===== src/logic/gauge_pkg.sv =====
/*
 Shared constants for the gauge register bank: slave address, bus timing,
 register byte addresses, reset values and the serial engine state encoding.
 Assumes a 25 MHz system clock and a host that is the only bus master.
*/
package gauge_pkg;

	localparam logic [6:0]  DEVICE_ADDR      = 7'h55;
	localparam int          BUS_KBPS         = 400;
	localparam int          SYS_CLK_KHZ      = 25000;
	localparam int          BIT_CYCLES       = SYS_CLK_KHZ / BUS_KBPS;
	localparam int          WORD_COUNT       = 52;
	localparam logic [3:0]  BITS_PER_BYTE    = 4'h8;
	localparam logic [15:0] QUICK_SENSE_CMD  = 16'h4000;

	localparam logic [6:0]  A_MAIN_CONTROL   = 7'h00;
	localparam logic [6:0]  A_SENSED_AMP     = 7'h04;
	localparam logic [6:0]  A_THERMAL        = 7'h06;
	localparam logic [6:0]  A_CELL_VOLTAGE   = 7'h08;
	localparam logic [6:0]  A_STATUS_ONE     = 7'h0A;
	localparam logic [6:0]  A_STATUS_TWO     = 7'h0C;
	localparam logic [6:0]  A_REMAINING      = 7'h10;
	localparam logic [6:0]  A_FULL_CHARGE    = 7'h12;
	localparam logic [6:0]  A_MEAN_AMP       = 7'h14;
	localparam logic [6:0]  A_TIME_TO_EMPTY  = 7'h16;
	localparam logic [6:0]  A_REVISION       = 7'h20;
	localparam logic [6:0]  A_TUNING_A       = 7'h24;
	localparam logic [6:0]  A_TUNING_B       = 7'h26;
	localparam logic [6:0]  A_DIE_THERMAL    = 7'h28;
	localparam logic [6:0]  A_CYCLE_TALLY    = 7'h2A;
	localparam logic [6:0]  A_CHARGE_PCT     = 7'h2C;
	localparam logic [6:0]  A_HEALTH_PCT     = 7'h2E;
	localparam logic [6:0]  A_STATUS_THREE   = 7'h30;
	localparam logic [6:0]  A_IRQ_STATUS     = 7'h36;
	localparam logic [6:0]  A_DESIGN_CAP     = 7'h3C;
	localparam logic [6:0]  A_EXT_CONTROL    = 7'h3E;
	localparam logic [6:0]  A_MEAN_VOLTAGE   = 7'h64;
	localparam logic [6:0]  A_MEAN_THERMAL   = 7'h66;

	localparam logic [15:0] R_ZERO           = 16'h0000;
	localparam logic [15:0] R_THERMAL        = 16'h0BA6;
	localparam logic [15:0] R_VOLTAGE        = 16'h0ED8;
	localparam logic [15:0] R_REMAINING      = 16'h03CF;
	localparam logic [15:0] R_CAPACITY       = 16'h079E;
	localparam logic [15:0] R_TIME_TO_EMPTY  = 16'hFFFF;
	localparam logic [15:0] R_TUNING         = 16'h3232;
	localparam logic [15:0] R_CHARGE_PCT     = 16'h0021;
	localparam logic [15:0] R_HEALTH_PCT     = 16'h0064;
	// arbitrary revision code, not tied to any part
	localparam logic [15:0] R_REVISION       = 16'h00A5;

	typedef enum logic [2:0] {
		LS_IDLE  = 3'h0,
		LS_ADDR  = 3'h1,
		LS_ACKA  = 3'h3,
		LS_WRITE = 3'h2,
		LS_ACKW  = 3'h6,
		LS_READ  = 3'h7,
		LS_RACK  = 3'h5
	} link_state_t;

endpackage : gauge_pkg


===== src/logic/gauge_link_if.sv =====
/*
 Byte-level carrier between the serial engine and the register bank.
 Assumes both ends share sys_clk; all strobes are one-cycle pulses.
*/
`timescale 1ns/100ps
interface gauge_link_if;
	logic       startSeen;
	logic       wrByte;
	logic       wrFirst;
	logic [7:0] wrData;
	logic       rdReq;
	logic [7:0] rdData;

	modport link (output startSeen, output wrByte, output wrFirst, output wrData, output rdReq, input rdData);
	modport bank (input startSeen, input wrByte, input wrFirst, input wrData, input rdReq, output rdData);
endinterface : gauge_link_if


===== src/logic/i2c_link.sv =====
/*
 Serial slave engine: start/stop detection, address match, byte shifting and
 acknowledge. Assumes scl and sdaIn are already synchronous to sys_clk and the
 bank answers a read request long before the next scl fall.
*/
`timescale 1ns/100ps
module i2c_link (
	input  wire logic  sys_clk,
	input  wire logic  rstN,
	input  wire logic  scl,
	input  wire logic  sdaIn,
	output logic       sdaOut,
	output logic       sdaOeN,
	gauge_link_if.link bus
);

	typedef struct packed {
		gauge_pkg::link_state_t state;
		logic                   sclQ;
		logic                   sdaQ;
		logic [7:0]             shift;
		logic [3:0]             cnt;
		logic                   rw;
		logic                   first;
		logic                   oeN;
		logic                   rdReq;
		logic                   wrByte;
		logic                   wrFirst;
		logic                   startSeen;
	} link_t;

	link_t s_reg;
	link_t s_next;
	logic  sclRise;
	logic  sclFall;
	logic  startCond;
	logic  stopCond;

	////////////////////////////////////////////////////////////////////////
	// oversampled at many clocks per bit, so plain edge compare is enough
	assign sclRise   = scl & ~s_reg.sclQ;
	assign sclFall   = ~scl & s_reg.sclQ;
	assign startCond = s_reg.sclQ & scl & s_reg.sdaQ & ~sdaIn;
	assign stopCond  = s_reg.sclQ & scl & ~s_reg.sdaQ & sdaIn;

	always_comb
	begin
		s_next           = s_reg;
		s_next.sclQ      = scl;
		s_next.sdaQ      = sdaIn;
		s_next.rdReq     = 1'b0;
		s_next.wrByte    = 1'b0;
		s_next.startSeen = 1'b0;
		if (startCond)
		begin
			s_next.state     = gauge_pkg::LS_ADDR;
			s_next.cnt       = 4'h0;
			s_next.oeN       = 1'b1;
			s_next.startSeen = 1'b1;
		end
		else if (stopCond)
		begin
			s_next.state = gauge_pkg::LS_IDLE;
			s_next.oeN   = 1'b1;
		end
		else
		begin
			case (s_reg.state)
				gauge_pkg::LS_ADDR, gauge_pkg::LS_WRITE:
				begin
					if (sclRise)
					begin
						s_next.shift = {s_reg.shift[6:0], sdaIn};
						s_next.cnt   = s_reg.cnt + 4'h1;
					end
					else if (sclFall && s_reg.cnt == gauge_pkg::BITS_PER_BYTE)
					begin
						s_next.oeN = 1'b0;
						if (s_reg.state == gauge_pkg::LS_WRITE)
						begin
							s_next.state   = gauge_pkg::LS_ACKW;
							s_next.wrByte  = 1'b1;
							s_next.wrFirst = s_reg.first;
							s_next.first   = 1'b0;
						end
						else if (s_reg.shift[7:1] == gauge_pkg::DEVICE_ADDR)
						begin
							s_next.state = gauge_pkg::LS_ACKA;
							s_next.rw    = s_reg.shift[0];
							s_next.first = 1'b1;
							s_next.rdReq = s_reg.shift[0];
						end
						else
						begin
							s_next.state = gauge_pkg::LS_IDLE;
							s_next.oeN   = 1'b1;
						end
					end
				end
				gauge_pkg::LS_ACKA, gauge_pkg::LS_ACKW:
				begin
					if (sclFall)
					begin
						s_next.cnt = 4'h0;
						s_next.oeN = 1'b1;
						s_next.state = gauge_pkg::LS_WRITE;
						if (s_reg.state == gauge_pkg::LS_ACKA && s_reg.rw)
						begin
							s_next.state = gauge_pkg::LS_READ;
							s_next.shift = bus.rdData;
							s_next.oeN   = bus.rdData[7];
							s_next.cnt   = 4'h1;
						end
					end
				end
				gauge_pkg::LS_READ:
				begin
					if (sclFall && s_reg.cnt == gauge_pkg::BITS_PER_BYTE)
					begin
						s_next.state = gauge_pkg::LS_RACK;
						s_next.oeN   = 1'b1;
					end
					else if (sclFall)
					begin
						s_next.shift = {s_reg.shift[6:0], 1'b0};
						s_next.oeN   = s_reg.shift[6];
						s_next.cnt   = s_reg.cnt + 4'h1;
					end
				end
				gauge_pkg::LS_RACK:
				begin
					// a master nack ends the read; the engine drops to idle at once
					if (sclRise && !sdaIn)
					begin
						s_next.rdReq = 1'b1;
						s_next.cnt   = 4'h0;
					end
					else if (sclRise)
						s_next.state = gauge_pkg::LS_IDLE;
					else if (sclFall && s_reg.cnt == 4'h0)
					begin
						s_next.state = gauge_pkg::LS_READ;
						s_next.shift = bus.rdData;
						s_next.oeN   = bus.rdData[7];
						s_next.cnt   = 4'h1;
					end
				end
				default:
					s_next.oeN = 1'b1;
			endcase
		end
	end

	always_ff @(posedge sys_clk or negedge rstN)
	begin
		if (!rstN)
			s_reg <= '{state: gauge_pkg::LS_IDLE, sclQ: 1'b1, sdaQ: 1'b1, oeN: 1'b1, default: '0};
		else
			s_reg <= s_next;
	end

	assign sdaOut        = 1'b0;
	assign sdaOeN        = s_reg.oeN;
	assign bus.startSeen = s_reg.startSeen;
	assign bus.wrByte    = s_reg.wrByte;
	assign bus.wrFirst   = s_reg.wrFirst;
	assign bus.wrData    = s_reg.shift;
	assign bus.rdReq     = s_reg.rdReq;
endmodule : i2c_link


===== src/logic/gauge_register_bank.sv =====
/*
 Top of the gauge register bank: 16-bit registers at byte pairs reached over
 the two-wire slave, read-clear interrupt status with active-low alert, and
 the quick-sense command strobe. Assumes the measurement core loads read-only
 words through measLoad and reports alert events as one-cycle pulses.
*/
// Functional notes
// - answer only the seven-bit slave address 1010101.
// - operate in fast mode, host stays at or below 400 kbit/s.
// - sensed current at 0x04 is read-only in mA, resets to zero.
// - thermal reading at 0x06 is read-only in 0.1 K, resets 0x0BA6.
// - cell voltage at 0x08 is read-only in mV, resets 0x0ED8.
// - remaining charge at 0x10 resets 0x03CF; full charge at 0x12 resets 0x079E.
// - time to empty at 0x16 is read-only minutes, resets 0xFFFF.
// - both tuning registers at 0x24, 0x26 are read-write, reset 0x3232.
// - cycle tally at 0x2A is read-write, resets to zero.
// - charge percent at 0x2C is read-only, resets 0x0021.
// - health percent at 0x2E is read-only, resets 0x0064.
// - extended control at 0x3E is read-write, resets zero.
// - mean voltage 0x64 resets 0x0ED8; mean thermal 0x66 resets 0x0BA6.
// - reading interrupt status clears it and releases alert; disabling enable does not.
// - writing 0x4000 to main control restarts voltage sensing and charge calculation.
`timescale 1ns/100ps
module gauge_register_bank (
	input  wire logic        sys_clk,
	input  wire logic        rst_n,
	input  wire logic        scl,
	input  wire logic        sdaIn,
	output logic             sdaOut,
	output logic             sdaOeN,
	input  wire logic        measLoad,
	input  wire logic [6:0]  measAddr,
	input  wire logic [15:0] measData,
	input  wire logic [15:0] alertEvent,
	output logic             alertN,
	output logic             quickSense
);

	typedef struct packed {
		logic [gauge_pkg::WORD_COUNT-1:0][15:0] regs;
		logic [6:0]                             ptr;
		logic [7:0]                             lowLatch;
		logic [7:0]                             hiShadow;
		logic                                   shadowOk;
		logic [7:0]                             rdData;
		logic                                   alertN;
		logic                                   quickSense;
	} bank_t;

	bank_t        s_reg;
	bank_t        s_next;
	logic [1:0]   rstSync;
	logic         rstInt;
	gauge_link_if bus ();

	////////////////////////////////////////////////////////////////////////
	// decode helpers

	function automatic logic isMapped(input logic [6:0] a);
		logic [6:0] w;
		w = {a[6:1], 1'b0};
		if (w == gauge_pkg::A_MAIN_CONTROL || w == gauge_pkg::A_SENSED_AMP || w == gauge_pkg::A_THERMAL
			|| w == gauge_pkg::A_CELL_VOLTAGE || w == gauge_pkg::A_STATUS_ONE || w == gauge_pkg::A_STATUS_TWO
			|| w == gauge_pkg::A_REMAINING || w == gauge_pkg::A_FULL_CHARGE || w == gauge_pkg::A_MEAN_AMP
			|| w == gauge_pkg::A_TIME_TO_EMPTY || w == gauge_pkg::A_REVISION || w == gauge_pkg::A_TUNING_A
			|| w == gauge_pkg::A_TUNING_B || w == gauge_pkg::A_DIE_THERMAL || w == gauge_pkg::A_CYCLE_TALLY
			|| w == gauge_pkg::A_CHARGE_PCT || w == gauge_pkg::A_HEALTH_PCT || w == gauge_pkg::A_STATUS_THREE
			|| w == gauge_pkg::A_IRQ_STATUS || w == gauge_pkg::A_DESIGN_CAP || w == gauge_pkg::A_EXT_CONTROL
			|| w == gauge_pkg::A_MEAN_VOLTAGE || w == gauge_pkg::A_MEAN_THERMAL)
			return 1'b1;
		else
			return 1'b0;
	endfunction : isMapped

	function automatic logic isWritable(input logic [6:0] a);
		logic [6:0] w;
		w = {a[6:1], 1'b0};
		if (w == gauge_pkg::A_MAIN_CONTROL || w == gauge_pkg::A_TUNING_A || w == gauge_pkg::A_TUNING_B
			|| w == gauge_pkg::A_CYCLE_TALLY || w == gauge_pkg::A_EXT_CONTROL)
			return 1'b1;
		else
			return 1'b0;
	endfunction : isWritable

	function automatic logic [15:0] resetOf(input logic [6:0] a);
		logic [6:0] w;
		w = {a[6:1], 1'b0};
		if (w == gauge_pkg::A_THERMAL || w == gauge_pkg::A_DIE_THERMAL || w == gauge_pkg::A_MEAN_THERMAL)
			return gauge_pkg::R_THERMAL;
		else if (w == gauge_pkg::A_CELL_VOLTAGE || w == gauge_pkg::A_MEAN_VOLTAGE)
			return gauge_pkg::R_VOLTAGE;
		else if (w == gauge_pkg::A_REMAINING)
			return gauge_pkg::R_REMAINING;
		else if (w == gauge_pkg::A_FULL_CHARGE || w == gauge_pkg::A_DESIGN_CAP)
			return gauge_pkg::R_CAPACITY;
		else if (w == gauge_pkg::A_TIME_TO_EMPTY)
			return gauge_pkg::R_TIME_TO_EMPTY;
		else if (w == gauge_pkg::A_REVISION)
			return gauge_pkg::R_REVISION;
		else if (w == gauge_pkg::A_TUNING_A || w == gauge_pkg::A_TUNING_B)
			return gauge_pkg::R_TUNING;
		else if (w == gauge_pkg::A_CHARGE_PCT)
			return gauge_pkg::R_CHARGE_PCT;
		else if (w == gauge_pkg::A_HEALTH_PCT)
			return gauge_pkg::R_HEALTH_PCT;
		else
			return gauge_pkg::R_ZERO;
	endfunction : resetOf

	function automatic bank_t resetState();
		bank_t r;
		r = '0;
		for (int i = 0; i < gauge_pkg::WORD_COUNT; i++)
			r.regs[i] = resetOf({i[5:0], 1'b0});
		r.alertN = 1'b1;
		return r;
	endfunction : resetState

	////////////////////////////////////////////////////////////////////////
	// reset release and serial engine

	always_ff @(posedge sys_clk or negedge rst_n)
	begin
		if (!rst_n)
			rstSync <= 2'h0;
		else
			rstSync <= {rstSync[0], 1'b1};
	end
	assign rstInt = rstSync[1];

	i2c_link u_link (
		.sys_clk (sys_clk),
		.rstN    (rstInt),
		.scl     (scl),
		.sdaIn   (sdaIn),
		.sdaOut  (sdaOut),
		.sdaOeN  (sdaOeN),
		.bus     (bus.link)
	);

	////////////////////////////////////////////////////////////////////////
	// register file

	always_comb
	begin
		logic [15:0] word;
		logic [15:0] irqCur;
		logic        irqClear;
		word              = '0;
		irqClear          = 1'b0;
		irqCur            = '0;
		s_next            = s_reg;
		s_next.quickSense = 1'b0;
		if (bus.startSeen)
			s_next.shadowOk = 1'b0;
		if (measLoad && isMapped(measAddr) && !isWritable(measAddr)
			&& {measAddr[6:1], 1'b0} != gauge_pkg::A_IRQ_STATUS)
			s_next.regs[measAddr[6:1]] = measData;
		if (bus.wrByte && bus.wrFirst)
		begin
			s_next.ptr      = bus.wrData[6:0];
			s_next.shadowOk = 1'b0;
		end
		else if (bus.wrByte)
		begin
			if (!s_reg.ptr[0])
				s_next.lowLatch = bus.wrData;
			else if (isWritable(s_reg.ptr))
			begin
				s_next.regs[s_reg.ptr[6:1]] = {bus.wrData, s_reg.lowLatch};
				if ({s_reg.ptr[6:1], 1'b0} == gauge_pkg::A_MAIN_CONTROL
					&& {bus.wrData, s_reg.lowLatch} == gauge_pkg::QUICK_SENSE_CMD)
					s_next.quickSense = 1'b1;
			end
			s_next.ptr = s_reg.ptr + 7'h01;
		end
		if (bus.rdReq)
		begin
			if (isMapped(s_reg.ptr))
				word = s_reg.regs[s_reg.ptr[6:1]];
			// the high byte comes from a snapshot so a word never tears
			if (!s_reg.ptr[0])
			begin
				s_next.rdData   = word[7:0];
				s_next.hiShadow = word[15:8];
				s_next.shadowOk = 1'b1;
				irqClear        = ({s_reg.ptr[6:1], 1'b0} == gauge_pkg::A_IRQ_STATUS);
			end
			else
			begin
				s_next.rdData   = s_reg.shadowOk ? s_reg.hiShadow : word[15:8];
				s_next.shadowOk = 1'b0;
			end
			s_next.ptr = s_reg.ptr + 7'h01;
		end
		// new events win over a read clear; enable gates only the setting
		irqCur = irqClear ? gauge_pkg::R_ZERO : s_reg.regs[gauge_pkg::A_IRQ_STATUS[6:1]];
		s_next.regs[gauge_pkg::A_IRQ_STATUS[6:1]] =
			irqCur | (alertEvent & s_reg.regs[gauge_pkg::A_EXT_CONTROL[6:1]]);
		s_next.alertN = ~(|s_next.regs[gauge_pkg::A_IRQ_STATUS[6:1]]);
	end

	always_ff @(posedge sys_clk or negedge rstInt)
	begin
		if (!rstInt)
			s_reg <= resetState();
		else
			s_reg <= s_next;
	end

	assign bus.rdData = s_reg.rdData;
	assign alertN     = s_reg.alertN;
	assign quickSense = s_reg.quickSense;
endmodule : gauge_register_bank


===== config.mk =====
export PLATFORM = sky130hd
export DESIGN_NAME = gauge_register_bank
export DESIGN_NICKNAME = d
export VERILOG_FILES = /design/src/logic/gauge_pkg.sv /design/src/logic/gauge_link_if.sv /design/src/logic/i2c_link.sv /design/src/logic/gauge_register_bank.sv
export SDC_FILE = /design/constraint.sdc
export NUM_CORES = 1
export LEC_CHECK = 0
export BUFFER_PORTS_ARGS = -buffer_cell sky130_fd_sc_hd__buf_2
export CAP_MARGIN = 20
export CORE_AREA = 4 4 221 385
export DETAILED_ROUTE_END_ITERATION = 10
export DIE_AREA = 0 0 225 389
export PLACE_DENSITY_LB_ADDON = 0.15
export SLEW_MARGIN = 20
export SYNTH_ARGS = -nofsm -noshare
export SYNTH_HDL_FRONTEND = slang
export SYNTH_SLANG_ARGS = --single-unit

===== constraint.sdc =====
create_clock -name sys_clk -period 21.2 [get_ports sys_clk]
set_input_delay 4.24 -clock sys_clk [delete_from_list [all_inputs] [get_ports sys_clk]]
set_output_delay 4.24 -clock sys_clk [all_outputs]
set_load 0.02 [all_outputs]

== Word level (Yosys, flattened, before mapping) ==
Cells that the tools add are included.

* Add/subtract/negate cells: 2
* $lt $le $gt $ge: 4
* Equality and inequality tests: 78
* Muxes and demuxes: 89
* Bitwise logic cells: 20
* Reductions and logical operators: 86

{| class="wikitable"
|+ Operators by type and width
! kind !! number
|-
| 832-bit 2-to-1 mux || 4
|-
| 832-bit bitwise mux || 2
|-
| 847-bit 2-to-1 mux || 1
|-
| 16-bit demux with 6-bit select || 2
|-
| 6-bit by 5-bit == test with 1-bit output (second input constant) || 22
|-
| 16-bit binary-select mux with 6-bit select || 1
|-
| 12-bit 2-to-1 mux || 7
|-
| 16-bit 2-to-1 mux || 5
|-
| 1-bit logical OR || 52
|-
| 6-bit by 4-bit == test with 1-bit output (second input constant) || 8
|-
| 12-bit one-hot mux with 4 select lines || 1
|-
| 3-bit 2-to-1 mux || 13
|-
| 6-bit by 3-bit == test with 1-bit output (second input constant) || 6
|-
| 1-bit 2-to-1 mux || 32
|-
| 6-bit by 2-bit == test with 1-bit output (second input constant) || 4
|-
| 6-bit == test (second input constant) || 4
|-
| 8-bit 2-to-1 mux || 3
|-
| 7-bit AND reduction || 3
|-
| 4-bit by 1-bit != test with 1-bit output (second input constant) || 5
|-
| 6-bit 2-to-1 mux || 3
|-
| 9-bit 2-to-1 mux || 2
|-
| 16-bit bitwise AND || 1
|-
| 16-bit by 15-bit == test with 1-bit output (second input constant) || 1
|-
| 16-bit bitwise OR || 1
|-
| other kinds (41) || 96
|}

* Register bits after elaboration: 892
* Input port bits: 44
* Output and inout port bits: 4

== Logic depth before layout (Yosys ltp) ==
* Word-level depth: 34
* Depth in mapped cells: 12

== Cells and area by module ==
From an unflattened synthesis, not the netlist that was laid out.

* Cell total of the unflattened synthesis: 2347
* Area total of the unflattened synthesis: 32810.2 um^2

{| class="wikitable"
|+ By module, submodules not included
! module !! instances !! cells each !! area each (um^2) !! sequential area each (um^2)
|-
| gauge_register_bank || 1 || 2170 || 31088.6 || 17938.5
|-
| i2c_link || 1 || 177 || 1721.7 || 604.3
|}

== Worst setup path before layout ==
Ideal clock, no wire load.

* Kind: input to register
* From: input port measAddr[3]
* To: register s_reg[72] (netlist name)
* Setup time: 0.125 ns
* Arrival: 6.228 ns
* Data required time: 21.075 ns
* Path slack: 14.847 ns
* Stages on the path: 9
* Path buffers: 3
* Cells stage by stage: buf_6 -> a21o_1 -> a21oi_1 -> o211ai_1 -> or3_1 -> buf_6 -> nor4b_4 -> buf_6 -> mux2_4

{| class="wikitable"
|+ RTL lines
! element !! RTL line !! text
|-
| start, declared || gauge_register_bank.sv:32 || <nowiki>input wire logic [6:0] measAddr,</nowiki>
|-
| end signal, assigned || gauge_register_bank.sv:206 || <nowiki>s_reg <= resetState();</nowiki>
|-
| end signal, assigned || gauge_register_bank.sv:208 || <nowiki>s_reg <= s_next;</nowiki>
|-
| end, declared || gauge_register_bank.sv:50 || <nowiki>bank_t s_reg;</nowiki>
|}

==> impl_metrics.env <==
export IMPL_drt_initial_drc_count=1335
export IMPL_combinationalPowerShare_pct=10.7
export IMPL_clock_power_share_pct=43.4
export IMPL_clock_sinks=748
export IMPL_min_path_type="reg -> reg"
export IMPL_synth_cell_types=82
export IMPL_timing_final_crit_share_pct=30.3
export IMPL_synth_top_family_by_area="multiplexers"
export IMPL_cpPeakStageDelay_ps=820
export IMPL_dr_pass1_iters=5
export IMPL_routed_wirelength_um=88500
export IMPL_synthToLayoutAreaGrowth_pct=8.71
export IMPL_fmax_mhz=156
export IMPL_ys_flop_type="dfrtp_1"
export IMPL_cp_max_fo=16
export IMPL_rows=139
export IMPL_arrival_ps=6940
export IMPL_grt_antenna_before_repair=2
export IMPL_diodes=0
export IMPL_place_gp_congestion=0.838
export IMPL_nFillCells=7248
export IMPL_fin_crit_ps=6420
export IMPL_largest_register_ffs=712
export IMPL_drc=0
export IMPL_drtAntennaViolNets=0
export IMPL_switchingPower_mw=0.891
export IMPL_grt_use_total_pct=20.5
export IMPL_post_cts_buffers=0
export IMPL_whs_path_depth=0
export IMPL_slew_violations=0
export IMPL_max_cap_violations=0
export IMPL_synth_cells=2344
export IMPL_hold_start="rstSync[0]"
export IMPL_startpoint_type="primary input"
export IMPL_cp_common_cell="o211ai_1"
export IMPL_overflow=0
export IMPL_reg2reg_depth=7
export IMPL_cts_root_buf="clkbuf_16"
export IMPL_cts_tree="done"
export IMPL_grt_pass1_vias=19400
export IMPL_routedLengthMet1_um=36400
export IMPL_p_int_mw=2.63
export IMPL_synth_fa_ha_area_share_pct=0.115
export IMPL_clk_pin_slew_ps=60
export IMPL_wl_per_cell_um=28.0
export IMPL_path_class="in -> reg"
export IMPL_hold_path_end="rstSync[1]"
export IMPL_cts_resized_gates=0
export IMPL_cp_slowest_cell="nor2_4"
export IMPL_synth_top_cells_by_area="dfrtp_1 (50%), mux2_2 (12%), mux4_2 (11%)"
export IMPL_syn_nets=2391
export IMPL_ioPinCount=48
export IMPL_postCtsHoldBufs=0
export IMPL_vias_per_cell=5.60
export IMPL_multi_input_area_um2=11800
export IMPL_crit_path_end_kind="flip-flop"
export IMPL_clockBufferDepth=3
export IMPL_power_frac_seq_pct=45.8
export IMPL_wl_met3_um=3350
export IMPL_synth_simple_area_share_pct=4.67
export IMPL_syn_area_per_cell_um2=13.9
export IMPL_worstMarginPinSlew_ps=1130
export IMPL_regArea_um2=18900
export IMPL_timing_rr_end="bus.rdData[2]"
export IMPL_synth_common_cells="dfrtp_1 (648), clkbuf_1 (381), mux2_2 (360), mux4_2 (154), dfstp_2 (100)"
export IMPL_synth_seq_cells=748
export IMPL_grt_max_degree=186
export IMPL_final_hold_violation_count=0
export IMPL_die_w_um=225
export IMPL_finalWorstSetupSlack_ps=14780
export IMPL_drive_gt1_share_pct=41.8
export IMPL_seq_area_frac_synth_pct=57.7
export IMPL_finalClockSkew_ps=22.1
export IMPL_synth_edf_count=0
export IMPL_timing_rr_start="s_reg[29]"
export IMPL_crit_required_ps=21720
export IMPL_netSwitchingFraction_pct=25.3
export IMPL_cts_htree_levels=3
export IMPL_dp_hpwl_um=56600
export IMPL_synth_most_common_cell="dfrtp_1"
export IMPL_yosysWarnings=0
export IMPL_clk_latency_ps=650
export IMPL_synthXorXnorAreaFrac_pct=0.0805
export IMPL_synth_top_cell_area_share_pct=49.7
export IMPL_reg2reg_slack_ps=16410
export IMPL_dr_total_vias=17700
export IMPL_synth_mux_area_share_pct=26.1
export IMPL_synth_area_leader_cell="dfrtp_1"
export IMPL_fin_nets=2092
export IMPL_highest_layer="met5"
export IMPL_synth_compound_area_share_pct=4.92
export IMPL_die_area_um2=87500
export IMPL_status="complete, no violations"
export IMPL_rsz0062_at_grt="no"
export IMPL_initial_utilization_pct=39.9
export IMPL_portBuffers=45
export IMPL_fin_setup_tns_ps=0
export IMPL_cts_buffers=73
export IMPL_power_density_nw_per_um2=99.2
export IMPL_peakVddDrop_mv=0.129
export IMPL_die_h_um=389
export IMPL_setup_viol=0
export IMPL_ys_async_sr_fraction_pct=100
export IMPL_path_cells="buf_2 > and2_1 > o211ai_1 > o211ai_1 > or4_1 > nor2_4 > mux2_2"
export IMPL_coreArea_um2=81900
export IMPL_slew_limit_headroom_pct=24.8
export IMPL_grt_pass1_wl_um=133000
export IMPL_synth_area_um2=32700
export IMPL_total_leakage_power_nw=15.8
export IMPL_pre_cts_ws_ps=14120
export IMPL_wl_met2_um=45500
-- through the flow --
step	utilization [%]	instances	cell area, µm²	hold WS (ps)	total power, mW
after floorplan	-	2344	32700	331	1.88
after global placement	39.8	3026	32600	332	2.01
after detailed placement	39.8	3026	32600	336	2.02
after CTS	43.3	3160	35500	351	3.57
after global routing	43.3	3161	35500	353	3.66
final	43.3	3161	35500	349	3.52
-- routing by layer --
layer | vias up | GRT usage [%]
met5 | - | 0
met4 | 2 | 7.51
met3 | 138 | 3.32
met2 | 418 | 35.1
met1 | 9536 | 26.3
li1 | 7610 | -
-- power by group through the flow --
stage	registers (mW)	logic, mW	clock network (mW)
after CTS	1.62	0.383	1.57
after detailed placement	1.64	0.381	0
after floorplan	1.58	0.296	0
after global placement	1.64	0.373	0
after global routing	1.62	0.413	1.63
final	1.61	0.378	1.53
-- layout by cell type, fill, tap and decap left out, drive strengths merged, types with 12 or more instances in the layout --
| master | synthesis | routed |
|---|---|---|
| dfrtp | 648 | 648 |
| mux2 | 380 | 380 |
| mux4 | 154 | 154 |
| clkbuf | 381 | 103 |
| dfstp | 100 | 100 |
| buf | 85 | 92 |
| nand2 | 75 | 75 |
| mux2i | 74 | 74 |
| nor2 | 53 | 53 |
| o21ai | 41 | 41 |
| a22o | 29 | 29 |
| a21oi | 27 | 27 |
| nand3 | 23 | 23 |
| nor3 | 20 | 20 |
| inv | 18 | 19 |
| bufinv | 0 | 18 |
| nor2b | 17 | 17 |
| nand2b | 15 | 15 |
| o22ai | 14 | 14 |
| a221oi | 14 | 14 |
| a31oi | 13 | 13 |
| a22oi | 12 | 12 |
-- cell type report --
type	instances	area share, %
flip-flops and latches	748	53.1
well taps	1057	3.73
clock inverters	31	1.79
multi-input cells	1112	33.2
inverters	18	0.190
repair buffers	92	1.77
clock buffers	103	6.24
-- cells by family after synthesis --
logic type                 count (synthesis)
buffers and inverters                    484
adders and majority gates                  3
muxes                                    608
and+or+nand+nor                          272
other                                      2
xor gates and xnor gates                   3
DFF                                      748
AOI/OAI and AO/OA                        224
-- how the worst max path moves through the flow --
stage | to | from | slack [ps] | cells past startpoint
after CTS | s_reg[366] | measAddr[5] | 14820 | 7
final | s_reg[366] | measAddr[5] | 14780 | 7
after floorplan | bus.rdData[0] | rstSync[1] | 9140 | 0
after global placement | s_reg[366] | measAddr[5] | 14190 | 7
after detailed placement | s_reg[366] | measAddr[5] | 14120 | 7
after global routing | s_reg[206] | measAddr[5] | 14700 | 7
-- critical path, delay by kind of cell --
family | cells | cell delay (ps)
and+or+nand+nor | 3 | 1690
muxes | 1 | 420
AOI/OAI and AO/OA | 2 | 350
buffers and inverters | 1 | 210
(Power assumes the default switching activity.)
